<file path="src/design/tick_flag_pkg.sv">
// Constants for the tick flag and restart control block.
// Assumes a single 100 MHz clock and an active-low asynchronous reset.
// ---------------------------------------------------------------
// ---------------------------------------------------------------
package tick_flag_pkg;
  // Clock and tick timing
  localparam int unsigned CLK_HZ        = 100_000_000;   // System clock rate
  localparam int unsigned TICK_MS       = 125;           // Tick period in ms
  localparam int unsigned TICK_CYCLES   = CLK_HZ / 1000 * TICK_MS;  // Cycles per tick
  localparam int unsigned DIV_W         = 24;            // Divider counter width
  localparam logic [23:0] DIV_RESET     = 24'h000000;    // Divider after reset
  localparam logic        FLAG_RESET    = 1'b0;          // Flag after power-up
  localparam logic        ARMED_RESET   = 1'b0;          // Setting disabled after power-up
  localparam logic        PIN_RESET     = 1'b0;          // Synchroniser stages after reset
  localparam logic        RESTART_RESET = 1'b0;          // Restart pulse after reset
  localparam logic [1:0]  BOOT_CYCLES   = 2'h2;          // Forced-run cycles after power-up

  // Core run state
  typedef enum logic [1:0] {
    RUN_ST     = 2'b00,  // Core executing
    HALT_ST    = 2'b01,  // Run-enable low or clock halted
    WAIT_ST    = 2'b10   // Run-enable high, waiting for flag set
  } run_state_e;
endpackage

</file>
<file path="src/design/tick_divider.sv">
// Free-running divider making the periodic tick pulse.
// Assumes one clock domain; runs whenever reset is released.
`timescale 1ns/1ps
module tick_divider #(
  parameter int unsigned PERIOD = tick_flag_pkg::TICK_CYCLES   // Cycles per tick
) (
  input  wire logic clk,    // System clock
  input  wire logic rstn,   // Async reset, active low
  output logic      tick    // One-cycle tick pulse
);
  // ---------------------------------------------------------------
  // Counter
  // ---------------------------------------------------------------
  // Final count, cut to the counter width on purpose
  localparam int unsigned LAST_I = PERIOD - 1;
  localparam logic [tick_flag_pkg::DIV_W-1:0] LAST = LAST_I[tick_flag_pkg::DIV_W-1:0];

  logic [tick_flag_pkg::DIV_W-1:0] cnt_q;   // Cycle count
  logic [tick_flag_pkg::DIV_W-1:0] cnt_d;   // Next count
  wire                             wrap_w;  // Last cycle of period

  assign wrap_w = (cnt_q == LAST);
  assign cnt_d  = wrap_w ? '0 : cnt_q + 1'b1;
  assign tick   = wrap_w;

  // Counter keeps running regardless of core state
  always_ff @(posedge clk or negedge rstn) begin
    if (!rstn) begin
      cnt_q <= tick_flag_pkg::DIV_RESET;
    end else begin
      cnt_q <= cnt_d;
    end
  end

  // Tick is exactly one cycle wide
  tick_single_a: assert property (@(posedge clk) disable iff (!rstn)
    tick |=> !tick) else $error("tick wider than one cycle");
endmodule

</file>
<file path="src/design/tick_flag_ctrl.sv">
// Tick flag, power-fail detect and restart control for a small core.
// Assumes run_en is an asynchronous pin; test and halt strobes come
// from the core on the same clock. rstn stands for the supply rise.
`timescale 1ns/1ps
module tick_flag_ctrl #(
  parameter int unsigned TICK_PERIOD = tick_flag_pkg::TICK_CYCLES  // Cycles per tick
) (
  input  wire logic clk,          // System clock, 100 MHz
  input  wire logic rstn,         // Power-up reset, active low
  input  wire logic run_en,       // Run-enable pin, async
  input  wire logic test_op,      // Timer flag test op executes
  input  wire logic halt_op,      // Clock halt op executes
  output logic      test_result,  // Test result, valid with test_op
  output logic      timer_flag,   // Current flag state
  output logic      core_run,     // Core may execute
  output logic      restart       // One-cycle: load address zero
);
  // ---------------------------------------------------------------
  // Pin synchroniser
  // ---------------------------------------------------------------
  logic run_meta_q;   // First stage, read only by second
  logic run_sync_q;   // Synchronised run-enable
  logic run_prev_q;   // Previous synchronised value
  wire  run_rise_w;   // Low-to-high change of run-enable

  always_ff @(posedge clk or negedge rstn) begin
    if (!rstn) begin
      run_meta_q <= tick_flag_pkg::PIN_RESET;   // Pin taken as low until sampled
      run_sync_q <= tick_flag_pkg::PIN_RESET;
      run_prev_q <= tick_flag_pkg::PIN_RESET;
    end else begin
      run_meta_q <= run_en;
      run_sync_q <= run_meta_q;
      run_prev_q <= run_sync_q;
    end
  end
  assign run_rise_w = run_sync_q & ~run_prev_q;

  // ---------------------------------------------------------------
  // Time base
  // ---------------------------------------------------------------
  wire tick_w;   // 8 Hz tick pulse

  tick_divider #(
    .PERIOD (TICK_PERIOD)
  ) u_div (
    .clk  (clk),
    .rstn (rstn),
    .tick (tick_w)
  );

  // ---------------------------------------------------------------
  // Timer flag
  // ---------------------------------------------------------------
  logic flag_q;    // Timer flag
  logic flag_d;    // Next flag
  logic armed_q;   // Set by first test; enables tick setting
  wire  set_w;     // Tick may set the flag

  // Setting is blocked until software has tested once
  assign set_w  = tick_w & armed_q;
  // Test wins over a coincident tick so the flag ends clear;
  // a set flag just stays set, so extra ticks are dropped.
  assign flag_d = test_op ? 1'b0 :
                  (set_w ? 1'b1 : flag_q);
  // A coincident tick counts as set in the result
  assign test_result = flag_q | (test_op & set_w);
  assign timer_flag  = flag_q;
  // The flag is one bit: software that tests less often than once per
  // tick period loses time, since missed ticks are counted nowhere.
  // Arming is never undone until the next power-up.

  // Power-up clears the flag and disarms setting
  always_ff @(posedge clk or negedge rstn) begin
    if (!rstn) begin
      flag_q  <= tick_flag_pkg::FLAG_RESET;
      armed_q <= tick_flag_pkg::ARMED_RESET;
    end else begin
      flag_q  <= flag_d;
      armed_q <= armed_q | test_op;
    end
  end

  // ---------------------------------------------------------------
  // Run control
  // ---------------------------------------------------------------
  tick_flag_pkg::run_state_e state_q;   // Run state
  tick_flag_pkg::run_state_e state_d;   // Next run state
  logic [1:0]                boot_cnt_q;   // Forced-run cycles left after power-up
  logic [1:0]                boot_cnt_d;   // Next forced-run count
  wire                       boot_w;       // Inside the power-up start
  wire                       boot_first_w; // First cycle after power-up
  wire                       go_w;         // Flag being set this cycle

  // The synchroniser leaves reset low whatever the pin shows. The core is
  // held in run until both stages carry the real pin level; otherwise a
  // high pin would read as a fall and halt the core right after power-up.
  assign boot_w       = (boot_cnt_q != 2'h0);
  assign boot_first_w = (boot_cnt_q == tick_flag_pkg::BOOT_CYCLES);
  assign boot_cnt_d   = boot_w ? (boot_cnt_q - 2'h1) : 2'h0;

  // Restart waits for a tick that really sets the flag;
  // a test in the same cycle swallows it and the wait goes on.
  assign go_w = set_w & ~test_op;

  always_comb begin
    state_d = state_q;
    case (state_q)
      tick_flag_pkg::RUN_ST: begin
        // Halt op or run-enable low stops the core
        if (halt_op || !run_sync_q) begin
          state_d = tick_flag_pkg::HALT_ST;
        end
      end
      tick_flag_pkg::HALT_ST: begin
        // Rising run-enable arms the restart
        if (run_rise_w) begin
          state_d = tick_flag_pkg::WAIT_ST;
        end
      end
      tick_flag_pkg::WAIT_ST: begin
        if (!run_sync_q) begin
          state_d = tick_flag_pkg::HALT_ST;
        end else if (go_w) begin
          state_d = tick_flag_pkg::RUN_ST;
        end
      end
      default: begin
        state_d = tick_flag_pkg::HALT_ST;
      end
    endcase
  end

  // Power-up starts at zero at once whatever run-enable shows
  always_ff @(posedge clk or negedge rstn) begin
    if (!rstn) begin
      state_q    <= tick_flag_pkg::RUN_ST;
      boot_cnt_q <= tick_flag_pkg::BOOT_CYCLES;
    end else begin
      // Forced run while the count runs down; it then rests at zero
      state_q    <= boot_w ? tick_flag_pkg::RUN_ST : state_d;
      boot_cnt_q <= boot_cnt_d;
    end
  end

  // Restart is a one-cycle pulse at power-up or on the set tick
  always_ff @(posedge clk or negedge rstn) begin
    if (!rstn) begin
      restart <= tick_flag_pkg::RESTART_RESET;
    end else begin
      // Power-up pulse comes from the first forced-run cycle only
      restart <= boot_first_w |
                 ((state_q == tick_flag_pkg::WAIT_ST) & run_sync_q & go_w);
    end
  end

  // Core runs only in run state; halted otherwise
  assign core_run = (state_q == tick_flag_pkg::RUN_ST);

  // ---------------------------------------------------------------
  // Checks
  // ---------------------------------------------------------------
  // Flag set, clear and test result
  flag_set_tick_a: assert property (@(posedge clk) disable iff (!rstn)
    (set_w && !test_op) |=> flag_q)
    else $error("tick did not set flag");
  flag_clear_test_a: assert property (@(posedge clk) disable iff (!rstn)
    test_op |=> !flag_q)
    else $error("test did not clear flag");
  only_test_clears_a: assert property (@(posedge clk) disable iff (!rstn)
    $fell(flag_q) |-> $past(test_op))
    else $error("flag cleared without test");
  result_matches_a: assert property (@(posedge clk) disable iff (!rstn)
    (test_op && !tick_w) |-> (test_result == flag_q))
    else $error("test result differs from flag");

  // Arming and lost ticks
  unarmed_no_set_a: assert property (@(posedge clk) disable iff (!rstn)
    (!armed_q && !flag_q) |=> !flag_q)
    else $error("flag set before first test");
  set_flag_holds_a: assert property (@(posedge clk) disable iff (!rstn)
    (flag_q && !test_op) |=> flag_q)
    else $error("set flag dropped by tick");

  // Restart and run control
  restart_flag_set_a: assert property (@(posedge clk) disable iff (!rstn)
    (restart && !$past(boot_w)) |-> flag_q)
    else $error("restart without flag set");
  restart_go_a: assert property (@(posedge clk) disable iff (!rstn)
    ((state_q == tick_flag_pkg::WAIT_ST) && run_sync_q && go_w)
    |=> (restart && core_run && flag_q))
    else $error("set tick did not restart core");
  restart_single_a: assert property (@(posedge clk) disable iff (!rstn)
    restart |=> !restart)
    else $error("restart wider than one cycle");
  halt_stops_core_a: assert property (@(posedge clk) disable iff (!rstn)
    (core_run && halt_op && !boot_w) |=> !core_run)
    else $error("halt op did not stop core");
  runlow_halts_a: assert property (@(posedge clk) disable iff (!rstn)
    (!run_sync_q && !boot_w) |=> !core_run)
    else $error("core runs with run-enable low");
  wait_runlow_a: assert property (@(posedge clk) disable iff (!rstn)
    ((state_q == tick_flag_pkg::WAIT_ST) && !run_sync_q)
    |=> (state_q == tick_flag_pkg::HALT_ST))
    else $error("wait not left on run-enable low");

  // Power-up start
  boot_runs_a: assert property (@(posedge clk) disable iff (!rstn)
    boot_w |=> core_run)
    else $error("core not running during power-up start");

  // ---------------------------------------------------------------
  // Covers
  // ---------------------------------------------------------------
  // Main scenarios: coincident test, set-tick restart, aborted wait
  test_tick_c: cover property (@(posedge clk) disable iff (!rstn) test_op && set_w);
  backed_restart_c: cover property (@(posedge clk) disable iff (!rstn)
    restart && !$past(boot_w));
  halt_wait_c: cover property (@(posedge clk) disable iff (!rstn)
    state_q == tick_flag_pkg::WAIT_ST);
  wait_abort_c: cover property (@(posedge clk) disable iff (!rstn)
    (state_q == tick_flag_pkg::WAIT_ST) && !run_sync_q);
  halt_op_c: cover property (@(posedge clk) disable iff (!rstn) core_run && halt_op);
endmodule

</file>
<file path="config.mk">
export PLATFORM = sky130hd
export DESIGN_NAME = tick_flag_ctrl
export DESIGN_NICKNAME = d
export VERILOG_FILES = /design/src/design/tick_flag_pkg.sv /design/src/design/tick_divider.sv /design/src/design/tick_flag_ctrl.sv
export SDC_FILE = /design/constraint.sdc
export NUM_CORES = 1
export LEC_CHECK = 0
export BUFFER_PORTS_ARGS = -buffer_cell sky130_fd_sc_hd__clkbuf_2
export CORE_ASPECT_RATIO = 1.4
export CORE_MARGIN = 4
export CORE_UTILIZATION = 30
export DETAILED_ROUTE_END_ITERATION = 10
export PLACE_DENSITY_LB_ADDON = 0.05
export REMOVE_ABC_BUFFERS = 1
export SETUP_SLACK_MARGIN = 0.15
export SLEW_MARGIN = 20
export SYNTH_ARGS = -nofsm -noshare
export SYNTH_HDL_FRONTEND = slang
export SYNTH_SLANG_ARGS = --single-unit
export TNS_END_PERCENT = 10
</file>
<file path="constraint.sdc">
create_clock -name clk -period 2.05 [get_ports clk]
set_input_delay 0.3075 -clock clk [delete_from_list [all_inputs] [get_ports clk]]
set_output_delay 0.3075 -clock clk [all_outputs]
set_load 0.005 [all_outputs]
</file>
# Word-level counts from Yosys, hierarchy flattened
# Index checks and enable logic that the tools add are counted.
# word_totals
wordCells,45
ff_bits,34
in_bits,5
out_inout_bits,4
# op_classes
n_bitwise,11
add_sub_neg,2
n_reduce_logical,6
muxes,10
n_eq_ne,7
# ops
cell,count
$add 24x1->24 const B,1
$eq 24x24->1 const B,1
$mux 24,1
$mux 2,6
$and 1x1->1,6
$ne 3x3->1 const B,2
$pmux 2 s3,1
$eq 2x2->1 const B,2
$ne 4x4->1 const B,1
$reduce_bool 2->1,2
$or 1x1->1,3
$reduce_and 3->1,1
$eq 2x1->1 const B,1
$logic_not 2->1,1
$mux 1,2
$not 1->1,2
$sub 2x1->2 const B,1
$logic_not 1->1,1
$logic_or 1x1->1,1

# Logic depth before layout (Yosys ltp)
# Gate-level depths: netlist (run 1).
# depth
depth_word,7
mapped_depth,7
depth_no_buf,5

# Hierarchy
# From an unflattened synthesis (run 1), not the netlist that was laid out.
# hier_totals
hier_cells,143
area_unflattened_um2,1544.0
# modules_own_cells
module,cells_each,seq_area_each_um2,area_each_um2,instances
tick_divider,116,600.6,1177.4,1
tick_flag_ctrl,27,251.5,366.6,1

# Worst setup path after synthesis (run 1)
# Ideal clock, no wire load.
# synth_path
path_kind,reg2out
from,reg u_div.cnt_q[0] (netlist name)
to,out test_result
slack_ps,69
required_time_ps,1742
stages_incl_launch_ff,7
n_path_buf,1
arrival_time_ps,1674
path_cell_list,dfrtp_1 > ha_1 > and4_1 > buf_2 > nand2_1 > or4_1 > o21ai_1
# synth_between
elab_chain_cells,4
# synth_lines
element,line_no,source
start: declaration,tick_divider.sv:18,logic [tick_flag_pkg::DIV_W-1:0] cnt_q;
start signal: assignment,tick_divider.sv:29,cnt_q <= tick_flag_pkg::DIV_RESET;
start signal: assignment,tick_divider.sv:31,cnt_q <= cnt_d;
$eq 24x24->1,tick_divider.sv:22,assign wrap_w = (cnt_q == LAST);
$and 1x1->1,tick_flag_ctrl.sv:61,assign set_w = tick_w & armed_q;
$and 1x1->1,tick_flag_ctrl.sv:67,assign test_result = flag_q | (test_op & set_w);
$or 1x1->1,tick_flag_ctrl.sv:67,
end: declaration,tick_flag_ctrl.sv:13,"output logic test_result,"
# Every way passes these cells.

# Worst setup path in the final report (run 1)
# layout_path
from,reg u_div.cnt_q[1] (netlist name)
to,out test_result
# The elaborated chain is that of the path after synthesis.

==> flow_metrics.py, run 1 <==
metrics = {
    "outcome": {
        "outcome": "complete, but fails checks",
        "violations": "negative setup slack",
    },
    "cts": {
        "clockBufferDepth": 2,
        "cts_tree": "built",
        "clkSlewWorstSetupHoldPaths_ns": 0.07,
        "clock_latency_ns": 0.28,
        "cts_hold_buf": 0,
        "cts_root_buf": "clkbuf_8",
        "clock-sinks": 34,
        "cts_made_buffers": 5,
        "h-tree-depth": 2,
    },
    "global_routing": {
        "grt_start_max_net_pins": 35,
        "grt_util_all_layers": 0.1244,
        "antenna_found_initial": 0,
        "grt_pass1_vias": 1346,
        "grt_first_pass_wirelength_mm": 6.348,
        "grt_overflow": 0,
    },
    "worst_setup_path": {
        "r2r_end": "state_q[1]$_DFFE_PN0P_",
        "crit_required_ns": 1.74,
        "crit_type": "reg2out",
        "reg2reg_setup_slack_ns": -0.05,
        "endpoint_kind": "output port",
        "crit_fanout": 2,
        "r2r_cells": 8,
        "reg2reg_from": "u_div.cnt_q[5]$_DFF_PN0_",
        "crit_path_start_kind": "flip-flop",
        "arrival_ns": 1.89,
    },
    "sta": {
        "worstMarginPinSlew_ns": 0.4552,
        "fin_ws_ns": -0.1467,
        "slew_headroom": 0.6965,
        "fin_crit_ns": 2.197,
        "rsz0062_at_grt": "true",
        "clock.fmax_mhz": 455.2,
        "finalSetupViolCount": 2,
        "hold_viol_final": 0,
        "drv_slew": 0,
        "fin_crit_sh": 1.072,
        "fin_skew_ns": 0.005672,
    },
    "placement": {
        "gp_congestion": 0.7537,
        "post-place-ws_ns": -0.04834,
        "io_buffers": 8,
        "dpl.hpwl_mm": 2.637,
        "dp_cells": 243,
    },
    "power_and_ir_drop": {
        "switching_share": 0.2079,
        "combPwrFrac": 0.023,
        "clkPwrFrac": 0.461,
        "seq_power_share": 0.516,
        "p_int_uw": 1045,
        "ir_drop_uv": 331.7,
        "power_density_nw_per_um2": 625.3,
        "p_sw_uw": 274.4,
        "p_leak_uw": 0.0009235,
    },
    "logic_synthesis": {
        "avgSynthCellArea_sq_um": 10.48,
        "synth_edf_count": 0,
        "synthCells": 153,
        "ys_ff_latch": 34,
        "yosys_most_used_dff": "dfrtp_1",
        "synth_cell_types": 33,
        "yosysSeqAreaShare": 0.5316,
        "syn_area_sq_um": 1603,
        "synthArstFlopShare": 1.000,
        "ys.warnings.count": 0,
    },
    "drt": {
        "via_per_inst": 5.008,
        "firstDrtPassIters": 4,
        "wirelength_mm": 3.731,
        "routedWlPerCell_um": 14.41,
        "drcViolationCount": 0,
        "vias": 1297,
        "drt_iter0_drc": 39,
        "ant_nets": 0,
    },
    "finish": {
        "nFillCells": 513,
        "area_delta_synth_final_pct": 31.69,
        "finalNetCount": 198,
        "stdcell_count": 259,
        "layout_commonest_cell": "dfrtp_1",
        "layout_common_cells": "33 x dfrtp_1, 24 x buf_4, 13 x nand3_1, 10 x nand4_1",
        "insertedDiodeCount": 0,
        "layout-drive-gt1-share": 0.3523,
    },
    "floorplan": {
        "die-height_um": 94.49,
        "fp.dieW_um": 69.78,
        "fp.dieArea_sq_um": 6593,
        "num_io_pins": 9,
        "core_sq_um": 5159,
        "rows": 31,
        "start_util": 0.3107,
    },
    "worst_hold_path": {
        "min_path_type": "in2async",
    },
    "run": {
        "max-cap-violations": 0,
    },
}
cell usage after synthesis, types with 3 or more instances:
cell	number	share of area
dfrtp_1	33	0.52
nand3_1	13	0.041
nor2_1	11	0.026
nand4_1	10	0.039
a21oi_1	9	0.028
xnor2_1	9	0.049
o21ai_0	8	0.025
nand2_1	7	0.016
or3_1	6	0.023
xor2_1	6	0.033
and4_1	5	0.027
inv_1	4	0.0094
and2_1	3	0.012
buf_2	3	0.0094
or4_1	3	0.014
per-stage QoR:
step           area, sq um  TNS (ns)  hold WS (ns)  power (uW)  utilization
2_1_floorplan         1580         0       0.01191       702.4            -
3_3_place_gp          1853  -0.01943        0.3360       724.9       0.3592
3_5_place_dp          1853  -0.04834        0.3401       725.4       0.3592
4_1_cts               2090   -0.2501       0.06339        1343       0.4050
5_1_grt               2111   -0.8964       0.08357        1378       0.4092
6_report              2111   -0.1943       0.05885        1320       0.4092
area by class of cell:
class	instances	area, sq um	share of cell area
Multi-Input combinational cell	111	787.0	0.3729
Clock buffer	5	68.82	0.03260
Tap cell	66	82.58	0.03912
Inverter	4	15.01	0.007113
Sequential cell	34	852.1	0.4037
Clock inverter	3	40.04	0.01897
Timing Repair Buffer	36	265.3	0.1257
worst max path at each step:
stage	slack, ns	endpoint	startpoint	depth (start not counted)
6_report	-0.15	test_result	u_div.cnt_q[1]$_DFF_PN0_	6
5_1_grt	-0.24	test_result	u_div.cnt_q[1]$_DFF_PN0_	6
4_1_cts	-0.18	test_result	u_div.cnt_q[1]$_DFF_PN0_	6
3_5_place_dp	-0.05	test_result	u_div.cnt_q[5]$_DFF_PN0_	5
3_3_place_gp	-0.02	test_result	u_div.cnt_q[5]$_DFF_PN0_	5
2_1_floorplan	0.09	test_result	u_div.cnt_q[0]$_DFF_PN0_	5
layer usage:
layer  routed length [um]  global-route usage  vias to the layer above
li1                     -                   -                      628
met1                 1556              0.1384                      648
met3                  110             0.02982                        5
met4                   65             0.04633                        0
met5                    0                   0                        -
met2                 1999              0.2287                       16
power groups by stage:
stage	Sequential [uW]	Combinational, uW	Clock (uW)
3_5_place_dp	694	31.4	0
4_1_cts	681	31.8	630
2_1_floorplan	693	9.17	0
3_3_place_gp	694	30.9	0
6_report	681	30.5	608
5_1_grt	682	35.7	661
state kept, by name, summed over array words and instances (netlist names):
register,cells
run_meta_q,1
restart,1
u_div.cnt_q,24
run_sync_q,1
timer_flag,1
armed_q,1
run_prev_q,1
boot_cnt_q,2
state_q,2
kinds of logic after synthesis:
logic type,after synthesis,share of synthesized area
and+or+nand+nor,75,0.2881
DFF,34,0.5316
xor gates and xnor gates,15,0.08197
adders and majority gates,1,0.007805
AOI/OAI and AO/OA,20,0.06713
buffers and inverters,8,0.02342
what timing repair did:
action | in CTS | in global routing
gates resized for setup | 20 | 4
pin swaps | 11 | 2
buffers inserted | 7 | 1
cloned | 0 | 0
endpoints found under the setup margin | 2 | 18
critical path: stages, from the launching register on:
cell and delay, ns:
dfrtp_1 0.36, ha_2 0.19, and4_4 0.22, nand2_4 0.06, or4_4 0.52, o21ai_2 0.13
buf_2 0.12
No activity file was read; power rests on OpenSTA's default activity.
==> run 2, diff against run 1 <==
--- a/config.mk
+++ b/config.mk
@@ -5,6 +5,7 @@
 export SDC_FILE = /design/constraint.sdc
 export NUM_CORES = 1
 export LEC_CHECK = 0
+export ABC_AREA = 1
 export BUFFER_PORTS_ARGS = -buffer_cell sky130_fd_sc_hd__clkbuf_2
 export CORE_ASPECT_RATIO = 1.4
 export CORE_MARGIN = 4
==> run 2 against run 1 <==
Compared with the run above: the flow now finishes without violations; routed wire length increased by 25%; sequential power up 3.7%; via count up 25%; global-route usage rose by 1.9 points; clock power shrank 14%; first-iteration DRC count grew 69%; count of clock-buffer cells in the layout up 2; non-clock buffer count shrank 4; largest cell class is now multi-input combinational cells; largest power group unchanged.
==> flow_metrics.py, run 2 <==
metrics = {
    "outcome": {
        "outcome": "completed",
    },
    "worst_hold_path": {
        "min_path_type": "in2async",
    },
    "logic_synthesis": {
        "synthCells": 243,
        "synth.area.top_cells": "dfrtp_1 44%, nand2_1 11%, nor2_1 8.4%",
        "avgSynthCellArea_sq_um": 7.708,
        "yosysSeqAreaShare": 0.4549,
        "yosysMostFrequentCell": "nand2_1",
        "netlist.area_leader.share": 0.4409,
        "synth_edf_count": 0,
        "yosys_most_used_dff": "dfrtp_1",
        "netlist_top_cells_count": "55 x nand2_1, 42 x nor2_1, 33 x dfrtp_1, 33 x inv_1, 14 x nand3_1",
        "synth_top_cell_by_area": "dfrtp_1",
        "ys.warnings.count": 0,
        "ys_ff_latch": 34,
        "synth_cell_types": 34,
        "syn_area_sq_um": 1873,
        "synthArstFlopShare": 1.000,
    },
    "global_routing": {
        "grt_first_pass_wirelength_mm": 8.052,
        "antenna_found_initial": 0,
        "grt_start_max_net_pins": 35,
        "grt_util_all_layers": 0.1429,
        "grt_pass1_vias": 1659,
        "grt_overflow": 0,
    },
    "finish": {
        "area_delta_synth_final_pct": 23.91,
        "layout_common_cells": "52 x nand2_1, 39 x nor2_1, 33 x dfrtp_1, 30 x inv_1, 24 x buf_4",
        "finalNetCount": 287,
        "reg.largest.list": "u_div.cnt_q: 24 flops, boot_cnt_q: 2 flops, state_q: 2 flops",
        "layout-drive-gt1-share": 0.2660,
        "insertedDiodeCount": 0,
        "layout_commonest_cell": "nand2_1",
        "top_register": "u_div.cnt_q",
        "largest_reg_flops": 24,
    },
    "worst_setup_path": {
        "crit_top_cell": "nand2_4",
        "crit_chain": "ha_4 > nand3_4 > clkinv_4 > nand2_4 > nor2_4 > nand2_4 > clkinv_4 > nand2_4 > o21ai_2 > buf_2",
        "reg2reg_from": "u_div.cnt_q[1]$_DFF_PN0_",
        "cpLargestDelayFamily": "flip-flops",
        "crit_fanout": 2,
        "crit_path_start_kind": "flip-flop",
        "max_stage_delay_ns": 0.40,
        "r2r_end": "u_div.cnt_q[9]$_DFF_PN0_",
        "arrival_ns": 1.57,
        "crit_start": "u_div.cnt_q[1]$_DFF_PN0_",
        "reg2reg_setup_slack_ns": 0.51,
        "cp_slowest_cell": "dfrtp_1",
        "crit_type": "reg2out",
        "crit_required_ns": 1.74,
        "endpoint_kind": "output port",
        "crit_end": "test_result",
        "r2r_cells": 10,
        "cp_num_buf_inv": 3,
        "cp.depth": 10,
    },
    "floorplan": {
        "fp.dieW_um": 74.78,
        "die-height_um": 101.5,
        "fp.dieArea_sq_um": 7589,
        "core_sq_um": 5946,
        "start_util": 0.3150,
        "rows": 33,
        "num_io_pins": 9,
    },
    "cts": {
        "clkSlewWorstSetupHoldPaths_ns": 0.07,
        "clockBufferDepth": 2,
        "cts_hold_buf": 0,
        "h-tree-depth": 2,
        "cts_made_buffers": 5,
        "cts_tree": "built",
        "cts_root_buf": "clkbuf_8",
        "clock-sinks": 34,
        "clock_latency_ns": 0.29,
    },
    "placement": {
        "post-place-ws_ns": 0.2394,
        "gp_congestion": 0.8109,
        "io_buffers": 8,
        "dpl.hpwl_mm": 3.477,
    },
    "sta": {
        "hold_viol_final": 0,
        "finalSetupTns_ns": 0,
        "fin_ws_ns": 0.1755,
        "slew_headroom": 0.6988,
        "clock.fmax_mhz": 533.5,
        "fin_crit_sh": 0.9144,
        "drv_slew": 0,
        "worstMarginPinSlew_ns": 0.4518,
        "fin_skew_ns": 0.005612,
        "rsz0062_at_grt": "true",
        "fin_crit_ns": 1.874,
        "holdWs_ns": 0.04226,
        "finalSetupViolCount": 0,
    },
    "power_and_ir_drop": {
        "power_density_nw_per_um2": 583.0,
        "ir_drop_uv": 248.1,
        "power.total_uw": 1353,
        "p_leak_uw": 0.001102,
    },
    "drt": {
        "firstDrtPassIters": 4,
        "routedWlPerCell_um": 13.29,
        "drcViolationCount": 0,
        "vias": 1622,
        "drt_iter0_drc": 66,
        "wirelength_mm": 4.678,
        "via_per_inst": 4.608,
        "ant_nets": 0,
    },
    "run": {
        "max-cap-violations": 0,
    },
}
==> run 2: report_power, final <==
part	internal (uW)	total, uW	switching, uW
clock network	271	520	249
registers	694	706	12.8
logic	47.3	126	79.2
total	1010	1350	341
==> run 2: logic make-up after synthesis <==
logic type / count (synthesis) / share of synthesized area
flops: 34 / 0.4549
compound gates: 17 / 0.05411
simple gates: 144 / 0.3634
xor+xnor: 8 / 0.03741
fa+ha+maj: 1 / 0.006679
buf+inv: 39 / 0.08350
==> run 2: stage by stage <==
stage	cell area, sq um	util	cells
2_1_floorplan	1866	-	242
3_3_place_gp	2031	0.3415	325
3_5_place_dp	2031	0.3415	325
4_1_cts	2213	0.3723	343
5_1_grt	2321	0.3904	352
6_report	2321	0.3904	352
==> run 2: routing by layer <==
metal  wire [um]  global-route usage  up-vias  part of all wire
li1            -                   -      836                 -
met1        1860              0.1577      759              0.40
met2        2629              0.2620       22              0.56
met3         115             0.03277        5             0.025
met4          72             0.04932        0             0.015
met5           0                   0        -                 0
==> run 2: repair_timing <==
action / 4_1_cts / 5_1_grt
resized for setup: 6 / 12
setup buffers: 10 / 9
pin swaps: 1 / 4
setup endpoints to repair: 1 / 1
==> run 2: final cells by class <==
cell class              count  area [sq um]
repair buffers             32         220.2
clock buffers               7         86.33
fillers                   653          3625
well taps                  70         87.58
multi-input cells         170         917.1
inverters                  38         152.6
flip-flops and latches     34         852.1
clock inverters             1         5.005
==> run 2: worst min path at each step <==
stage / startpoint / end / depth (start not counted) / slack (ns)
floorplan: rstn / armed_q$_DFF_PN0_ / 0 / 0.01
global placement: run_meta_q$_DFF_PN0_ / run_sync_q$_DFF_PN0_ / 0 / 0.33
global route: rstn / timer_flag$_DFFE_PN0P_ / 2 / 0.09
CTS: rstn / timer_flag$_DFFE_PN0P_ / 2 / 0.06
finish: rstn / u_div.cnt_q[0]$_DFF_PN0_ / 2 / 0.04
detailed placement: run_meta_q$_DFF_PN0_ / run_sync_q$_DFF_PN0_ / 0 / 0.34
==> run 3, diff against run 2 <==
--- a/config.mk
+++ b/config.mk
@@ -9,13 +9,15 @@
 export BUFFER_PORTS_ARGS = -buffer_cell sky130_fd_sc_hd__clkbuf_2
 export CORE_ASPECT_RATIO = 1.4
 export CORE_MARGIN = 4
-export CORE_UTILIZATION = 30
+export CORE_UTILIZATION = 43
 export DETAILED_ROUTE_END_ITERATION = 10
+export GPL_ROUTABILITY_DRIVEN = 0
 export PLACE_DENSITY_LB_ADDON = 0.05
 export REMOVE_ABC_BUFFERS = 1
 export SETUP_SLACK_MARGIN = 0.15
 export SLEW_MARGIN = 20
 export SYNTH_ARGS = -nofsm -noshare
 export SYNTH_HDL_FRONTEND = slang
+export SYNTH_HIERARCHICAL = 1
 export SYNTH_SLANG_ARGS = --single-unit
 export TNS_END_PERCENT = 10
==> run 3 against run 2 <==
Compared with the run above: largest cell class unchanged; critical path type unchanged; first-iteration DRC count fell by 1.5%; fmax fell by 1.7%; global-route usage rose by 2.0 points; largest power group unchanged.
==> flow_metrics.py, run 3 <==
metrics = {
    "drt": {
        "wirelength_mm": 3.920,
        "ant_nets": 0,
        "via_per_inst": 4.861,
        "routedWlPerCell_um": 12.65,
        "drcViolationCount": 0,
        "drt_iter0_drc": 65,
        "vias": 1507,
        "firstDrtPassIters": 4,
    },
    "floorplan": {
        "fp.dieArea_sq_um": 5363,
        "fp.dieW_um": 63.05,
        "die-height_um": 85.07,
        "core_sq_um": 4020,
        "start_util": 0.4538,
        "rows": 27,
        "num_io_pins": 9,
    },
    "outcome": {
        "outcome": "completed",
    },
    "sta": {
        "fin_skew_ns": 0.009102,
        "finalSetupViolCount": 0,
        "fin_crit_ns": 1.906,
        "clock.fmax_mhz": 524.6,
        "worstMarginPinSlew_ns": 0.2556,
        "hold_viol_final": 0,
        "rsz0062_at_grt": "true",
        "finalSetupTns_ns": 0,
        "drv_slew": 0,
        "fin_crit_sh": 0.9298,
        "slew_headroom": 0.8294,
    },
    "logic_synthesis": {
        "synthAdderAreaFrac": 0.006859,
        "ys.warnings.count": 6,
        "avgSynthCellArea_sq_um": 7.633,
        "synth_xor_area_frac": 0.05761,
        "yosys_most_used_dff": "dfrtp_1",
        "synth.area.top_cells": "dfrtp_1 45%, nand2_1 12%, nor2_1 10%",
        "synth_compound_area_frac": 0.03772,
        "synth_cell_types": 25,
        "synthArstFlopShare": 1.000,
        "yosysMostFrequentCell": "nand2_1",
        "synth_edf_count": 0,
        "synth_top_family_by_area": "simple AND/OR/NAND/NOR gates",
        "synth_top_cell_by_area": "dfrtp_1",
        "netlist_top_cells_count": "59 x nand2_1, 50 x nor2_1, 35 x inv_1",
        "syn_area_sq_um": 1824,
        "yosysSeqAreaShare": 0.4671,
        "muxShareOfSynthArea": 0,
        "synthCells": 239,
        "synthSimpleGateAreaFrac": 0.3560,
        "ys_ff_latch": 34,
        "netlist.area_leader.share": 0.4527,
    },
    "worst_setup_path": {
        "crit_chain": "ha_2 > nand2_2 > nor2_2 > nand2_1 > nor2_2 > nand2_2 > clkinv_4 > nand2_4 > o21ai_2 > buf_2",
        "max_stage_delay_ns": 0.36,
        "crit_fanout": 2,
        "r2r_cells": 8,
        "arrival_ns": 1.60,
        "r2r_end": "u_div/cnt_q[16]$_DFF_PN0_",
        "endpoint_kind": "output port",
        "reg2reg_from": "u_div/cnt_q[0]$_DFF_PN0_",
        "crit_required_ns": 1.74,
        "crit_path_start_kind": "flip-flop",
        "cp_slowest_cell": "dfrtp_1",
        "reg2reg_setup_slack_ns": 0.45,
        "crit_type": "reg2out",
    },
    "power_and_ir_drop": {
        "power_density_nw_per_um2": 633.9,
        "ir_drop_uv": 358.5,
        "power.total_uw": 1355,
        "p_leak_uw": 0.001118,
    },
    "finish": {
        "layout_commonest_cell": "nand2_1",
        "layout_common_cells": "56 x nand2_1, 46 x nor2_1, 35 x inv_1, 33 x dfrtp_1, 15 x nand3_1",
        "insertedDiodeCount": 0,
        "area_delta_synth_final_pct": 17.22,
        "largest_reg_flops": 24,
        "reg.largest.list": "u_div/cnt_q: 24 flops, boot_cnt_q: 2 flops, state_q: 2 flops",
        "finalNetCount": 272,
        "layout-drive-gt1-share": 0.2060,
        "top_register": "u_div/cnt_q",
    },
    "worst_hold_path": {
        "hold-path-cell-count": 1,
        "min_to": "run_meta_q$_DFF_PN0_",
        "min_path_type": "in2reg",
        "min_from": "run_en",
    },
    "placement": {
        "io_buffers": 8,
        "dpl.hpwl_mm": 2.935,
    },
    "global_routing": {
        "grt_first_pass_wirelength_mm": 6.768,
        "grt_util_all_layers": 0.1627,
        "grt_pass1_vias": 1436,
        "antenna_found_initial": 0,
        "grt_overflow": 0,
        "grt_start_max_net_pins": 17,
    },
    "cts": {
        "cts_root_buf": "clkbuf_8",
        "cts_made_buffers": 5,
        "clkSlewWorstSetupHoldPaths_ns": 0.07,
        "clockBufferDepth": 2,
        "clock-sinks": 34,
        "h-tree-depth": 2,
        "clock_latency_ns": 0.29,
        "cts_tree": "built",
    },
    "run": {
        "max-cap-violations": 0,
    },
}
==> run 3: timing repair <==
item                                    4_1_cts  5_1_grt
hold buffers                                  1        0
endpoints found under the setup margin        1        1
setup buffers                                 5        2
hold endpoints to repair                      2        0
pin swaps                                     5        4
gates resized for setup                       9        4
==> run 3: worst max-delay path by stage <==
stage                                  start          end  slack (ns)
floorplan           u_div/cnt_q[0]$_DFF_PN0_  test_result        0.37
global placement    u_div/cnt_q[0]$_DFF_PN0_  test_result        0.26
detailed placement  u_div/cnt_q[0]$_DFF_PN0_  test_result        0.22
CTS                 u_div/cnt_q[1]$_DFF_PN0_  test_result        0.13
global route        u_div/cnt_q[0]$_DFF_PN0_  test_result        0.03
finish              u_div/cnt_q[0]$_DFF_PN0_  test_result        0.14
==> run 3: per-stage QoR <==
stage | worst slack, ns | hold slack [ns] | cell area, sq um | instances | utilization
finish | 0.1439 | 0.1244 | 2138 | 310 | 0.5319
global route | 0.02674 | 0.1293 | 2138 | 310 | 0.5319
CTS | 0.1263 | 0.1153 | 2112 | 308 | 0.5254
detailed placement | 0.2174 | 0.1123 | 1948 | 294 | 0.4846
global placement | 0.2601 | 0.1154 | 1948 | 294 | 0.4846
floorplan | 0.3747 | 0.01191 | 1824 | 239 | -
==> run 3: worst max-delay path, delay by kind of cell (launching register included) <==
kind | cells | cell delay [ns]
and+or+nand+nor | 6 | 0.48
DFF | 1 | 0.36
adders and majority gates | 1 | 0.20
AOI/OAI and AO/OA | 1 | 0.09
buffers and inverters | 2 | 0.18
==> run 3: cell type report <==
class | count | area, sq um
fillers | 401 | 1882
flip-flops and latches | 34 | 852.1
multi-input cells | 169 | 864.6
clock inverters | 2 | 12.51
well taps | 43 | 53.80
repair buffers | 20 | 132.6
inverters | 36 | 140.1
clock buffers | 6 | 82.58
==> run 3: cell families (layout without fill, tap and decap cells) <==
| kind of cell | count (synthesis) | count (layout) |
|---|---|---|
| adders and majority gates | 1 | 1 |
| xor gates and xnor gates | 12 | 12 |
| DFF | 34 | 34 |
| AOI/OAI and AO/OA | 11 | 11 |
| and+or+nand+nor | 145 | 145 |
| buffers and inverters | 36 | 64 |
==> run 3: report_power, final <==
group	switching (uW)	internal (uW)
combinational	72.8	53.6
sequential	16.5	693
clock	250	270
total	339	1020
==> run 3: layer usage <==
metal	vias up	wire (um)	track usage
met5	-	0	0
met1	682	1735	0.1940
met3	9	125	0.03179
met4	0	133	0.09639
li1	779	-	-
met2	37	1925	0.2699
